[src/rtl/sfpe_consts.vh]
// constants for the serial flash page write and wipe sequencer
`ifndef SFPE_CONSTS_VH
`define SFPE_CONSTS_VH
// opcodes
`define SFPE_OP_PAGE 8'h02
`define SFPE_OP_PAGE4 8'h32
`define SFPE_OP_WIPE_S 8'h20
`define SFPE_OP_WIPE_32 8'h52
`define SFPE_OP_WIPE_64 8'hd8
// frame layout: opcode byte plus three address bytes
`define SFPE_HDR_BYTES 3'h4
// region sizes as address bit counts
`define SFPE_PAGE_BITS 8
`define SFPE_SECTOR_BITS 12
`define SFPE_BLK32_BITS 15
`define SFPE_BLK64_BITS 16
// wipe kind codes
`define SFPE_KIND_SECTOR 2'h0
`define SFPE_KIND_BLK32 2'h1
`define SFPE_KIND_BLK64 2'h2
// timing
`define SFPE_CLK_PERIOD_NS 50
`define SFPE_PROG_TIME_US 1000
`define SFPE_WIPE_TIME_US 50000
`define SFPE_PROG_CYCLES ((`SFPE_PROG_TIME_US * 1000) / `SFPE_CLK_PERIOD_NS)
`define SFPE_WIPE_CYCLES ((`SFPE_WIPE_TIME_US * 1000) / `SFPE_CLK_PERIOD_NS)
// write-out buffer
`define SFPE_FIFO_WIDTH 32
`define SFPE_FIFO_DEPTH 16
`define SFPE_FIFO_AW 4
`endif

[src/rtl/sfpe_top.v]
// serial flash page write and region wipe command sequencer
// Operation
// - select stays low for whole command
// - data past page end wraps to start
// - over 256 bytes keeps last 256
// - unsent bytes of page stay unchanged
// - page write needs byte-aligned select release
// - select rise starts timed program or wipe
// - busy flag high during timed cycle
// - write latch cleared before cycle ends
// - locked page is never written
// - 32H writes data on four lanes
// - wipe address aligned to containing region
// - wipe needs release after third address byte
// - locked region is never wiped
`timescale 1ns/1ps
`include "sfpe_consts.vh"
module sfpe_top #(
  parameter [31:0] PROG_CYCLES = `SFPE_PROG_CYCLES,
  parameter [31:0] WIPE_CYCLES = `SFPE_WIPE_CYCLES,
  parameter FIFO_DEPTH = `SFPE_FIFO_DEPTH,
  parameter FIFO_AW = `SFPE_FIFO_AW
) (
  // clock and reset
  input wire clk,
  input wire rst,
  // serial pins
  input wire sclk,
  input wire cs_n,
  input wire [3:0] quad_lanes,
  // status and control
  input wire write_unlock_cmd,
  input wire four_lane_enable_bit,
  input wire region_lock_hit,
  output reg write_latch_flag_reg,
  output reg busy_flag_reg,
  output reg [23:0] lock_query_addr_reg,
  // array wipe port
  output reg wipe_req_reg,
  output reg [23:0] wipe_addr_reg,
  output reg [1:0] wipe_kind_reg,
  // array write port
  output reg mem_wr_valid_reg,
  input wire mem_wr_ready,
  output reg [23:0] mem_wr_addr_reg,
  output reg [7:0] mem_wr_data_reg
);

  localparam P_IDLE = 3'b001;
  localparam P_ACTIVE = 3'b010;
  localparam P_SKIP = 3'b100;
  localparam B_READY = 3'b001;
  localparam B_PROG = 3'b010;
  localparam B_WIPE = 3'b100;

  function is_wipe;
    input [7:0] op;
    begin
      is_wipe = (op == `SFPE_OP_WIPE_S) || (op == `SFPE_OP_WIPE_32) || (op == `SFPE_OP_WIPE_64);
    end
  endfunction

  function is_page;
    input [7:0] op;
    begin
      is_page = (op == `SFPE_OP_PAGE) || (op == `SFPE_OP_PAGE4);
    end
  endfunction

  ////////////////////////////////////////////////////////////////
  // pin synchronisers: three stages, a change counts once stages two and three agree
  reg [5:0] sync1_reg;
  reg [5:0] sync2_reg;
  reg [5:0] sync3_reg;
  reg [5:0] filt_reg;
  wire [5:0] pins;
  wire [5:0] filt_next;
  genvar g;

  assign pins = {sclk, cs_n, quad_lanes};
  generate
    for (g = 0; g < 6; g = g + 1) begin : sync_bits
      assign filt_next[g] = (sync2_reg[g] == sync3_reg[g]) ? sync3_reg[g] : filt_reg[g];
    end
  endgenerate

  always @(posedge clk) begin
    if (rst) begin
      sync1_reg <= 6'h10;
      sync2_reg <= 6'h10;
      sync3_reg <= 6'h10;
      filt_reg <= 6'h10;
    end else begin
      sync1_reg <= pins;
      sync2_reg <= sync1_reg;
      sync3_reg <= sync2_reg;
      filt_reg <= filt_next;
    end
  end

  wire sclk_rise = filt_next[5] && !filt_reg[5];
  wire cs_fall = !filt_next[4] && filt_reg[4];
  wire cs_rise = filt_next[4] && !filt_reg[4];
  wire [3:0] lanes = filt_next[3:0];

  ////////////////////////////////////////////////////////////////
  // frame decoder
  reg [2:0] phase_reg;
  reg [2:0] bit_cnt_reg;
  reg [2:0] byte_cnt_reg;
  reg [7:0] shift_reg;
  reg [7:0] opcode_reg;
  reg [23:0] addr_reg;
  reg data_seen_reg;
  reg [2:0] busy_state_reg;
  reg [7:0] page_buf_reg [0:255];
  reg [255:0] mask_reg;
  reg [15:0] page_reg;
  reg [7:0] ptr_reg;

  wire in_data = (byte_cnt_reg == `SFPE_HDR_BYTES);
  wire quad_step = in_data && (opcode_reg == `SFPE_OP_PAGE4);
  wire [7:0] shift_next = quad_step ? {shift_reg[3:0], lanes} : {shift_reg[6:0], lanes[0]};
  wire [2:0] bit_next = bit_cnt_reg + (quad_step ? 3'h4 : 3'h1);
  wire byte_done = (phase_reg == P_ACTIVE) && sclk_rise && (bit_next == 3'h0);
  wire [23:0] addr_next = {addr_reg[15:0], shift_next};
  wire aligned = (bit_cnt_reg == 3'h0);
  // a select release anywhere but a byte boundary drops the frame
  wire wipe_ok = is_wipe(opcode_reg) && in_data && !data_seen_reg && aligned;
  wire page_ok = is_page(opcode_reg) && data_seen_reg && aligned;
  // lock decode has had the time since the third address byte to settle on the queried address
  wire allowed = write_latch_flag_reg && !region_lock_hit;
  wire end_ok = cs_rise && (phase_reg == P_ACTIVE) && allowed;
  wire start_prog = end_ok && page_ok;
  wire start_wipe = end_ok && wipe_ok;

  always @(posedge clk) begin
    if (rst) begin
      phase_reg <= P_IDLE;
      bit_cnt_reg <= 3'h0;
      byte_cnt_reg <= 3'h0;
      shift_reg <= 8'h00;
      opcode_reg <= 8'h00;
      addr_reg <= 24'h00_0000;
      data_seen_reg <= 1'b0;
      lock_query_addr_reg <= 24'h00_0000;
    end else begin
      case (phase_reg)
        P_IDLE: begin
          if (cs_fall) begin
            bit_cnt_reg <= 3'h0;
            byte_cnt_reg <= 3'h0;
            data_seen_reg <= 1'b0;
            opcode_reg <= 8'h00;
            // frames arriving during a timed cycle are not acted on
            phase_reg <= (busy_state_reg == B_READY) ? P_ACTIVE : P_SKIP;
          end
        end
        P_ACTIVE: begin
          if (cs_rise) begin
            phase_reg <= P_IDLE;
          end else if (sclk_rise) begin
            shift_reg <= shift_next;
            bit_cnt_reg <= bit_next;
            if (byte_done) begin
              if (byte_cnt_reg == 3'h0) begin
                opcode_reg <= shift_next;
                // quad write without four lane enable is not accepted
                if (!(is_page(shift_next) || is_wipe(shift_next)) ||
                    ((shift_next == `SFPE_OP_PAGE4) && !four_lane_enable_bit)) begin
                  phase_reg <= P_SKIP;
                end
              end else if (!in_data) begin
                addr_reg <= addr_next;
                if (byte_cnt_reg == 3'h3) begin
                  lock_query_addr_reg <= addr_next;
                end
              end else begin
                data_seen_reg <= 1'b1;
              end
              if (!in_data) begin
                byte_cnt_reg <= byte_cnt_reg + 3'h1;
              end
            end
          end
        end
        P_SKIP: begin
          if (cs_rise) begin
            phase_reg <= P_IDLE;
          end
        end
        default: begin
          phase_reg <= P_IDLE;
        end
      endcase
    end
  end

  ////////////////////////////////////////////////////////////////
  // page buffer: byte mask marks which addresses the frame supplied
  wire hdr_done = byte_done && (byte_cnt_reg == 3'h3) && is_page(opcode_reg);
  wire data_byte = byte_done && in_data && is_page(opcode_reg);
  reg drain_active_reg;
  reg [7:0] drain_idx_reg;
  wire fifo_in_ready;
  wire fifo_in_valid = drain_active_reg && mask_reg[drain_idx_reg];
  wire drain_step = drain_active_reg && (fifo_in_ready || !mask_reg[drain_idx_reg]);

  always @(posedge clk) begin
    if (data_byte) begin
      page_buf_reg[ptr_reg] <= shift_next;
    end
  end

  always @(posedge clk) begin
    if (rst) begin
      mask_reg <= {256{1'b0}};
      page_reg <= 16'h0000;
      ptr_reg <= 8'h00;
    end else if (hdr_done) begin
      mask_reg <= {256{1'b0}};
      page_reg <= addr_next[23:8];
      ptr_reg <= addr_next[7:0];
    end else if (data_byte) begin
      mask_reg[ptr_reg] <= 1'b1;
      ptr_reg <= ptr_reg + 8'h01;
    end
  end

  ////////////////////////////////////////////////////////////////
  // write-out: masked bytes stream through the fifo, stalled by the array
  wire fifo_out_valid;
  wire [31:0] fifo_out_data;
  wire fifo_out_ready = !mem_wr_valid_reg || mem_wr_ready;

  sfpe_fifo #(
    .WIDTH(`SFPE_FIFO_WIDTH),
    .DEPTH(FIFO_DEPTH),
    .AW(FIFO_AW)
  ) u_fifo (
    .clk(clk),
    .rst(rst),
    .in_valid(fifo_in_valid),
    .in_ready(fifo_in_ready),
    .in_data({page_reg, drain_idx_reg, page_buf_reg[drain_idx_reg]}),
    .out_valid(fifo_out_valid),
    .out_ready(fifo_out_ready),
    .out_data(fifo_out_data)
  );

  always @(posedge clk) begin
    if (rst) begin
      drain_active_reg <= 1'b0;
      drain_idx_reg <= 8'h00;
      mem_wr_valid_reg <= 1'b0;
      mem_wr_addr_reg <= 24'h00_0000;
      mem_wr_data_reg <= 8'h00;
    end else begin
      if (start_prog) begin
        drain_active_reg <= 1'b1;
        drain_idx_reg <= 8'h00;
      end else if (drain_step) begin
        drain_idx_reg <= drain_idx_reg + 8'h01;
        if (drain_idx_reg == 8'hff) begin
          drain_active_reg <= 1'b0;
        end
      end
      if (fifo_out_ready) begin
        mem_wr_valid_reg <= fifo_out_valid;
        if (fifo_out_valid) begin
          mem_wr_addr_reg <= fifo_out_data[31:8];
          mem_wr_data_reg <= fifo_out_data[7:0];
        end
      end
    end
  end

  ////////////////////////////////////////////////////////////////
  // self-timed cycle, busy flag and write latch
  reg [31:0] timer_reg;
  wire write_out_idle = !drain_active_reg && !fifo_out_valid && !mem_wr_valid_reg;
  reg [23:0] wipe_base;
  reg [1:0] wipe_kind;

  always @* begin
    wipe_base = addr_reg;
    wipe_kind = `SFPE_KIND_SECTOR;
    if (opcode_reg == `SFPE_OP_WIPE_64) begin
      wipe_base[`SFPE_BLK64_BITS-1:0] = {`SFPE_BLK64_BITS{1'b0}};
      wipe_kind = `SFPE_KIND_BLK64;
    end else if (opcode_reg == `SFPE_OP_WIPE_32) begin
      wipe_base[`SFPE_BLK32_BITS-1:0] = {`SFPE_BLK32_BITS{1'b0}};
      wipe_kind = `SFPE_KIND_BLK32;
    end else begin
      wipe_base[`SFPE_SECTOR_BITS-1:0] = {`SFPE_SECTOR_BITS{1'b0}};
    end
  end

  always @(posedge clk) begin
    if (rst) begin
      busy_state_reg <= B_READY;
      busy_flag_reg <= 1'b0;
      timer_reg <= 32'h0000_0000;
      wipe_req_reg <= 1'b0;
      wipe_addr_reg <= 24'h00_0000;
      wipe_kind_reg <= `SFPE_KIND_SECTOR;
    end else begin
      wipe_req_reg <= 1'b0;
      case (busy_state_reg)
        B_READY: begin
          if (start_prog) begin
            busy_state_reg <= B_PROG;
            busy_flag_reg <= 1'b1;
            timer_reg <= PROG_CYCLES;
          end else if (start_wipe) begin
            busy_state_reg <= B_WIPE;
            busy_flag_reg <= 1'b1;
            timer_reg <= WIPE_CYCLES;
            wipe_req_reg <= 1'b1;
            wipe_addr_reg <= wipe_base;
            wipe_kind_reg <= wipe_kind;
          end
        end
        B_PROG: begin
          if (timer_reg > 32'h0000_0001) begin
            timer_reg <= timer_reg - 32'h0000_0001;
          end else if (write_out_idle) begin
            // busy holds until the array has taken every byte
            busy_state_reg <= B_READY;
            busy_flag_reg <= 1'b0;
            timer_reg <= 32'h0000_0000;
          end
        end
        B_WIPE: begin
          if (timer_reg > 32'h0000_0001) begin
            timer_reg <= timer_reg - 32'h0000_0001;
          end else begin
            busy_state_reg <= B_READY;
            busy_flag_reg <= 1'b0;
            timer_reg <= 32'h0000_0000;
          end
        end
        default: begin
          busy_state_reg <= B_READY;
          busy_flag_reg <= 1'b0;
        end
      endcase
    end
  end

  // latch drops as the cycle starts; a new unlock in the same cycle wins
  always @(posedge clk) begin
    if (rst) begin
      write_latch_flag_reg <= 1'b0;
    end else if (write_unlock_cmd) begin
      write_latch_flag_reg <= 1'b1;
    end else if (start_prog || start_wipe) begin
      write_latch_flag_reg <= 1'b0;
    end
  end

endmodule

[src/rtl/sfpe_fifo.v]
// synchronous fifo between the page buffer and the array write port
`timescale 1ns/1ps
module sfpe_fifo #(
  parameter WIDTH = 32,
  parameter DEPTH = 16,
  parameter AW = 4
) (
  // clock and reset
  input wire clk,
  input wire rst,
  // fill side
  input wire in_valid,
  output wire in_ready,
  input wire [WIDTH-1:0] in_data,
  // drain side
  output wire out_valid,
  input wire out_ready,
  output wire [WIDTH-1:0] out_data
);

  reg [WIDTH-1:0] mem_reg [0:DEPTH-1];
  reg [AW-1:0] wr_ptr_reg;
  reg [AW-1:0] rd_ptr_reg;
  reg [AW:0] count_reg;
  wire push;
  wire pop;

  assign in_ready = (count_reg != DEPTH[AW:0]);
  assign out_valid = (count_reg != {(AW+1){1'b0}});
  assign out_data = mem_reg[rd_ptr_reg];
  assign push = in_valid && in_ready;
  assign pop = out_valid && out_ready;

  ////////////////////////////////////////////////////////////////
  // depth must be a power of two so the pointers wrap by themselves
  always @(posedge clk) begin
    if (push) begin
      mem_reg[wr_ptr_reg] <= in_data;
    end
  end

  always @(posedge clk) begin
    if (rst) begin
      wr_ptr_reg <= {AW{1'b0}};
      rd_ptr_reg <= {AW{1'b0}};
      count_reg <= {(AW+1){1'b0}};
    end else begin
      if (push) begin
        wr_ptr_reg <= wr_ptr_reg + 1'b1;
      end
      if (pop) begin
        rd_ptr_reg <= rd_ptr_reg + 1'b1;
      end
      if (push && !pop) begin
        count_reg <= count_reg + 1'b1;
      end else if (pop && !push) begin
        count_reg <= count_reg - 1'b1;
      end
    end
  end

endmodule

[config.mk]
export PLATFORM = sky130hd
export DESIGN_NAME = sfpe_top
export DESIGN_NICKNAME = d
export VERILOG_FILES = /design/src/rtl/sfpe_top.v /design/src/rtl/sfpe_fifo.v
export VERILOG_INCLUDE_DIRS = /design/src /design/src/rtl
export SDC_FILE = /design/constraint.sdc
export NUM_CORES = 2
export LEC_CHECK = 0
export BUFFER_PORTS_ARGS = -buffer_cell sky130_fd_sc_hd__clkbuf_2
export CORE_MARGIN = 4
export CORE_UTILIZATION = 60
export DETAILED_ROUTE_END_ITERATION = 10
export GPL_TIMING_DRIVEN = 0
export PLACE_DENSITY = 0.76
export SYNTH_ARGS = -nofsm -noshare
export SYNTH_HDL_FRONTEND = slang
export SYNTH_SLANG_ARGS = --single-unit
export TNS_END_PERCENT = 50
[constraint.sdc]
create_clock -name clk -period 12.9 [get_ports clk]
set_input_delay 3.225 -clock clk [delete_from_list [all_inputs] [get_ports clk]]
set_output_delay 3.225 -clock clk [all_outputs]
set_load 0.01 [all_outputs]
==> impl_metrics.tcl <==
set metrics [dict create \
    ir_drop_uv 159 \
    initial_core_util 0.603 \
    end_kind "register" \
    die_w_um 451 \
    critPathLaunchType "register" \
    vias 62900 \
    power.density_nw_per_um2 147 \
    grt_max_degree 161 \
    placed_area_um2 122000 \
    fp.coreArea_um2 195000 \
    synthAdderAreaFrac 0.00285 \
    timing.rr.end "u_fifo.count_reg[4]$_SDFFE_PP0P_" \
    multi_input_area_um2 29200 \
    wl_met1_mm 111 \
    startpoint "drain_idx_reg[0]$_SDFFE_PP0P_" \
    slew_violations 0 \
    synth_area_um2 118000 \
    cts.htree.levels 5 \
    synth-edff-count 2560 \
    antenna_found_initial 21 \
    postLayoutCellArea_um2 132000 \
    grt_pass1_wl_mm 452 \
    synthXorXnorAreaFrac 0.00168 \
    ys.flop_type "edfxtp_1" \
    hold_path_class "register to register" \
    num_io_pins 98 \
    rsz0062_at_grt "no" \
    synth-compound-area-share 0.0329 \
    power.leakage_nw 41.7 \
    synth-seq-cells 3052 \
    rr_startpoint "drain_idx_reg[0]$_SDFFE_PP0P_" \
    synth_top_family_by_area "multiplexers" \
    drtIter0Drc 10300 \
    setup_violations 0 \
    fmax_mhz 140 \
    cts_root_buf "clkbuf_16" \
    dp_slack_ps 5920 \
    area_delta_synth_final_pct 12.2 \
    routed_wl_mm 314 \
    ys_types 77 \
    hold_viol_final 0 \
    syn_avg_cell_area_um2 19.9 \
    post_cts_resized 0 \
    first_pass_iters 7 \
    fin_nets 6382 \
    globalplace.congestion 0.926 \
    cp.required_ps 13780 \
    largest_register_ffs 2048 \
    highest_layer "met5" \
    ys_seq_area_frac 0.738 \
    via_per_inst 6.83 \
    reg2regPathDepth 17 \
    overflow 0 \
    filler_cell_count 11900 \
    cts_tree "built" \
    clock_sinks 3052 \
    synth_mux_area_frac 0.176 \
    clk_path_buf_depth 4 \
    cts_hold_buf 0 \
    r2r_setup_slack_ps 5740 \
    post-dp-hpwl_mm 200 \
    grt_pass1_vias 62100 \
    dr_wl_met3_mm 37.4 \
    antenna_left 0 \
    synth-simple-area-share 0.0342 \
    drc 0 \
    portBuffers 84 \
    numCtsBuffers 314 \
    critPathArrivalTime_ps 8030 \
    cap_violations 0 \
    fin_crit_ps 7160 \
    setup_ws_ps 5740 \
    grt_use_total 0.311 \
    tightest_slew_ps 1470 \
    syn_inst 5904 \
    num_rows 162 \
    crit_type "register to register" \
    route.met2.wl_mm 150 \
    ys_warn_count 0 \
    ys_async_sr_fraction 0 \
    die_y_um 451 \
    hold_depth 1 \
    finalCritPeriodShare 0.555 \
    clk_pin_slew_ps 60 \
    drive_gt1_frac 0.251 \
    die-area_um2 203000 \
    outcome "finished clean" \
    ff_latch_area_um2 86700 \
    tns_ps 0 \
    skew_ps 75.7 \
    cp_max_fo 22 \
    post_cts_buffers 0 \
    whs_ps 447 \
    routedWlPerCell_um 34.1 \
    cp-endpoint "u_fifo.count_reg[4]$_SDFFE_PP0P_" \
    slew_headroom 0.0187 \
    worst_skew_pair.late_latency_ps 960 \
]
## cell type report
cell class,instances,share of cell area
buffer,355,0.0121
clock inverter,136,0.00886
tap,2624,0.0249
sequential,3052,0.658
antenna,9,0.000171
inverter,39,0.00151
multi-input combinational,2469,0.221
timing repair buffer,116,0.00828
clock buffer,415,0.0651
## kinds of logic (layout without fill, tap and decap cells)
| kind of cell | after synthesis | count (layout) |
|---|---|---|
| AO/OA/AOI/OAI | 578 | 578 |
| buffers and inverters | 394 | 1061 |
| other | 1 | 21 |
| adder cells (fa/ha/maj) | 27 | 27 |
| multiplexers | 959 | 959 |
| flip-flops | 3052 | 3052 |
| XOR/XNOR | 21 | 21 |
| AND/OR/NAND/NOR | 872 | 872 |
## metrics by stage
stage / util / std cells / power [W]
6_report: 0.677 / 9215 / 0.0193
5_1_grt: 0.677 / 9207 / 0.0198
4_1_cts: 0.677 / 9204 / 0.0194
3_5_place_dp: 0.626 / 8653 / 0.0108
3_3_place_gp: 0.623 / 8623 / 0.0108
2_1_floorplan: - / 5915 / 0.0108
## Yosys cell counts (all sizes together) (4+ instances only)
| cell | count | area (µm²) |
|---|---|---|
| buf | 171 | 908 |
| maj3 | 4 | 40.0 |
| o21a | 256 | 1920 |
| o211ai | 4 | 30.0 |
| a31oi | 17 | 106 |
| a21oi | 154 | 771 |
| clkbuf | 184 | 691 |
| xnor2 | 12 | 105 |
| o21ai | 41 | 205 |
| o32a | 4 | 40.0 |
| nand2b | 16 | 100 |
| or2 | 7 | 43.8 |
| edfxtp | 2560 | 76900 |
| inv | 38 | 143 |
| or4 | 10 | 75.1 |
| a221oi | 5 | 43.8 |
| nor3 | 24 | 120 |
| nand2 | 257 | 995 |
| and3 | 25 | 156 |
| ha | 22 | 275 |
| mux2i | 73 | 731 |
| nor2 | 393 | 1550 |
| nor4b | 4 | 50.1 |
| a22oi | 25 | 188 |
| nand4 | 9 | 56.3 |
| mux4 | 883 | 19900 |
| nor4 | 15 | 113 |
| nand3 | 32 | 210 |
| and2 | 13 | 81.3 |
| or3 | 15 | 93.8 |
| a22o | 4 | 35.0 |
| o31ai | 9 | 67.6 |
| a211oi | 26 | 195 |
| nand3b | 6 | 45.0 |
| xor2 | 8 | 70.1 |
| nor3b | 4 | 35.0 |
| dfxtp | 492 | 9850 |
| a21o | 12 | 90.1 |
| nor2b | 32 | 200 |
## cells in the final DEF (no fill, tap or decap), types with 105 or more instances in the layout
cell       count
a21oi_1      154
buf_2        105
clkbuf_1     256
clkbuf_16    321
dfxtp_1      492
edfxtp_1    2560
mux4_2       883
nand2_1      245
nor2_1       361
o21a_1       256
## worst min path at each step
stage,slack (ps),endpoint,start
finish,450,sync2_reg[1]$_SDFF_PP0_,sync1_reg[1]$_SDFF_PP0_
global route,460,sync2_reg[4]$_SDFF_PP1_,sync1_reg[4]$_SDFF_PP1_
CTS,440,sync2_reg[4]$_SDFF_PP1_,sync1_reg[4]$_SDFF_PP1_
detailed placement,430,sync2_reg[4]$_SDFF_PP1_,sync1_reg[4]$_SDFF_PP1_
global placement,430,sync2_reg[4]$_SDFF_PP1_,sync1_reg[4]$_SDFF_PP1_
floorplan,390,sync2_reg[4]$_SDFF_PP1_,sync1_reg[4]$_SDFF_PP1_
## per-layer routing
layer	track usage	vias to the layer above
li1	-	24900
met1	0.422	32700
met2	0.484	4528
met3	0.0821	827
met4	0.134	18
met5	0	-
## critical path, cell delays in order (launching register included)
cell	delay (ps)
dfxtp_1	1220
buf_4	530
nor2b_1	1170
a22oi_1	330
a31oi_1	260
o32a_1	360
a221oi_1	210
o211ai_1	760
inv_1	350
buf_2	290
ha_1	260
inv_1	150
ha_1	260
a21o_1	200
a21oi_1	180
xnor2_1	100
or3_1	310
a21oi_1	140
## report_power, final
group / switching [W] / total (W) / internal, W
Sequential: 0.00000148 / 0.0105 / 0.0105
Clock: 0.00369 / 0.00875 / 0.00506
Combinational: 0.0000445 / 0.0000578 / 0.0000133
Total: 0.00373 / 0.0193 / 0.0156
(Power assumes the default switching activity.)
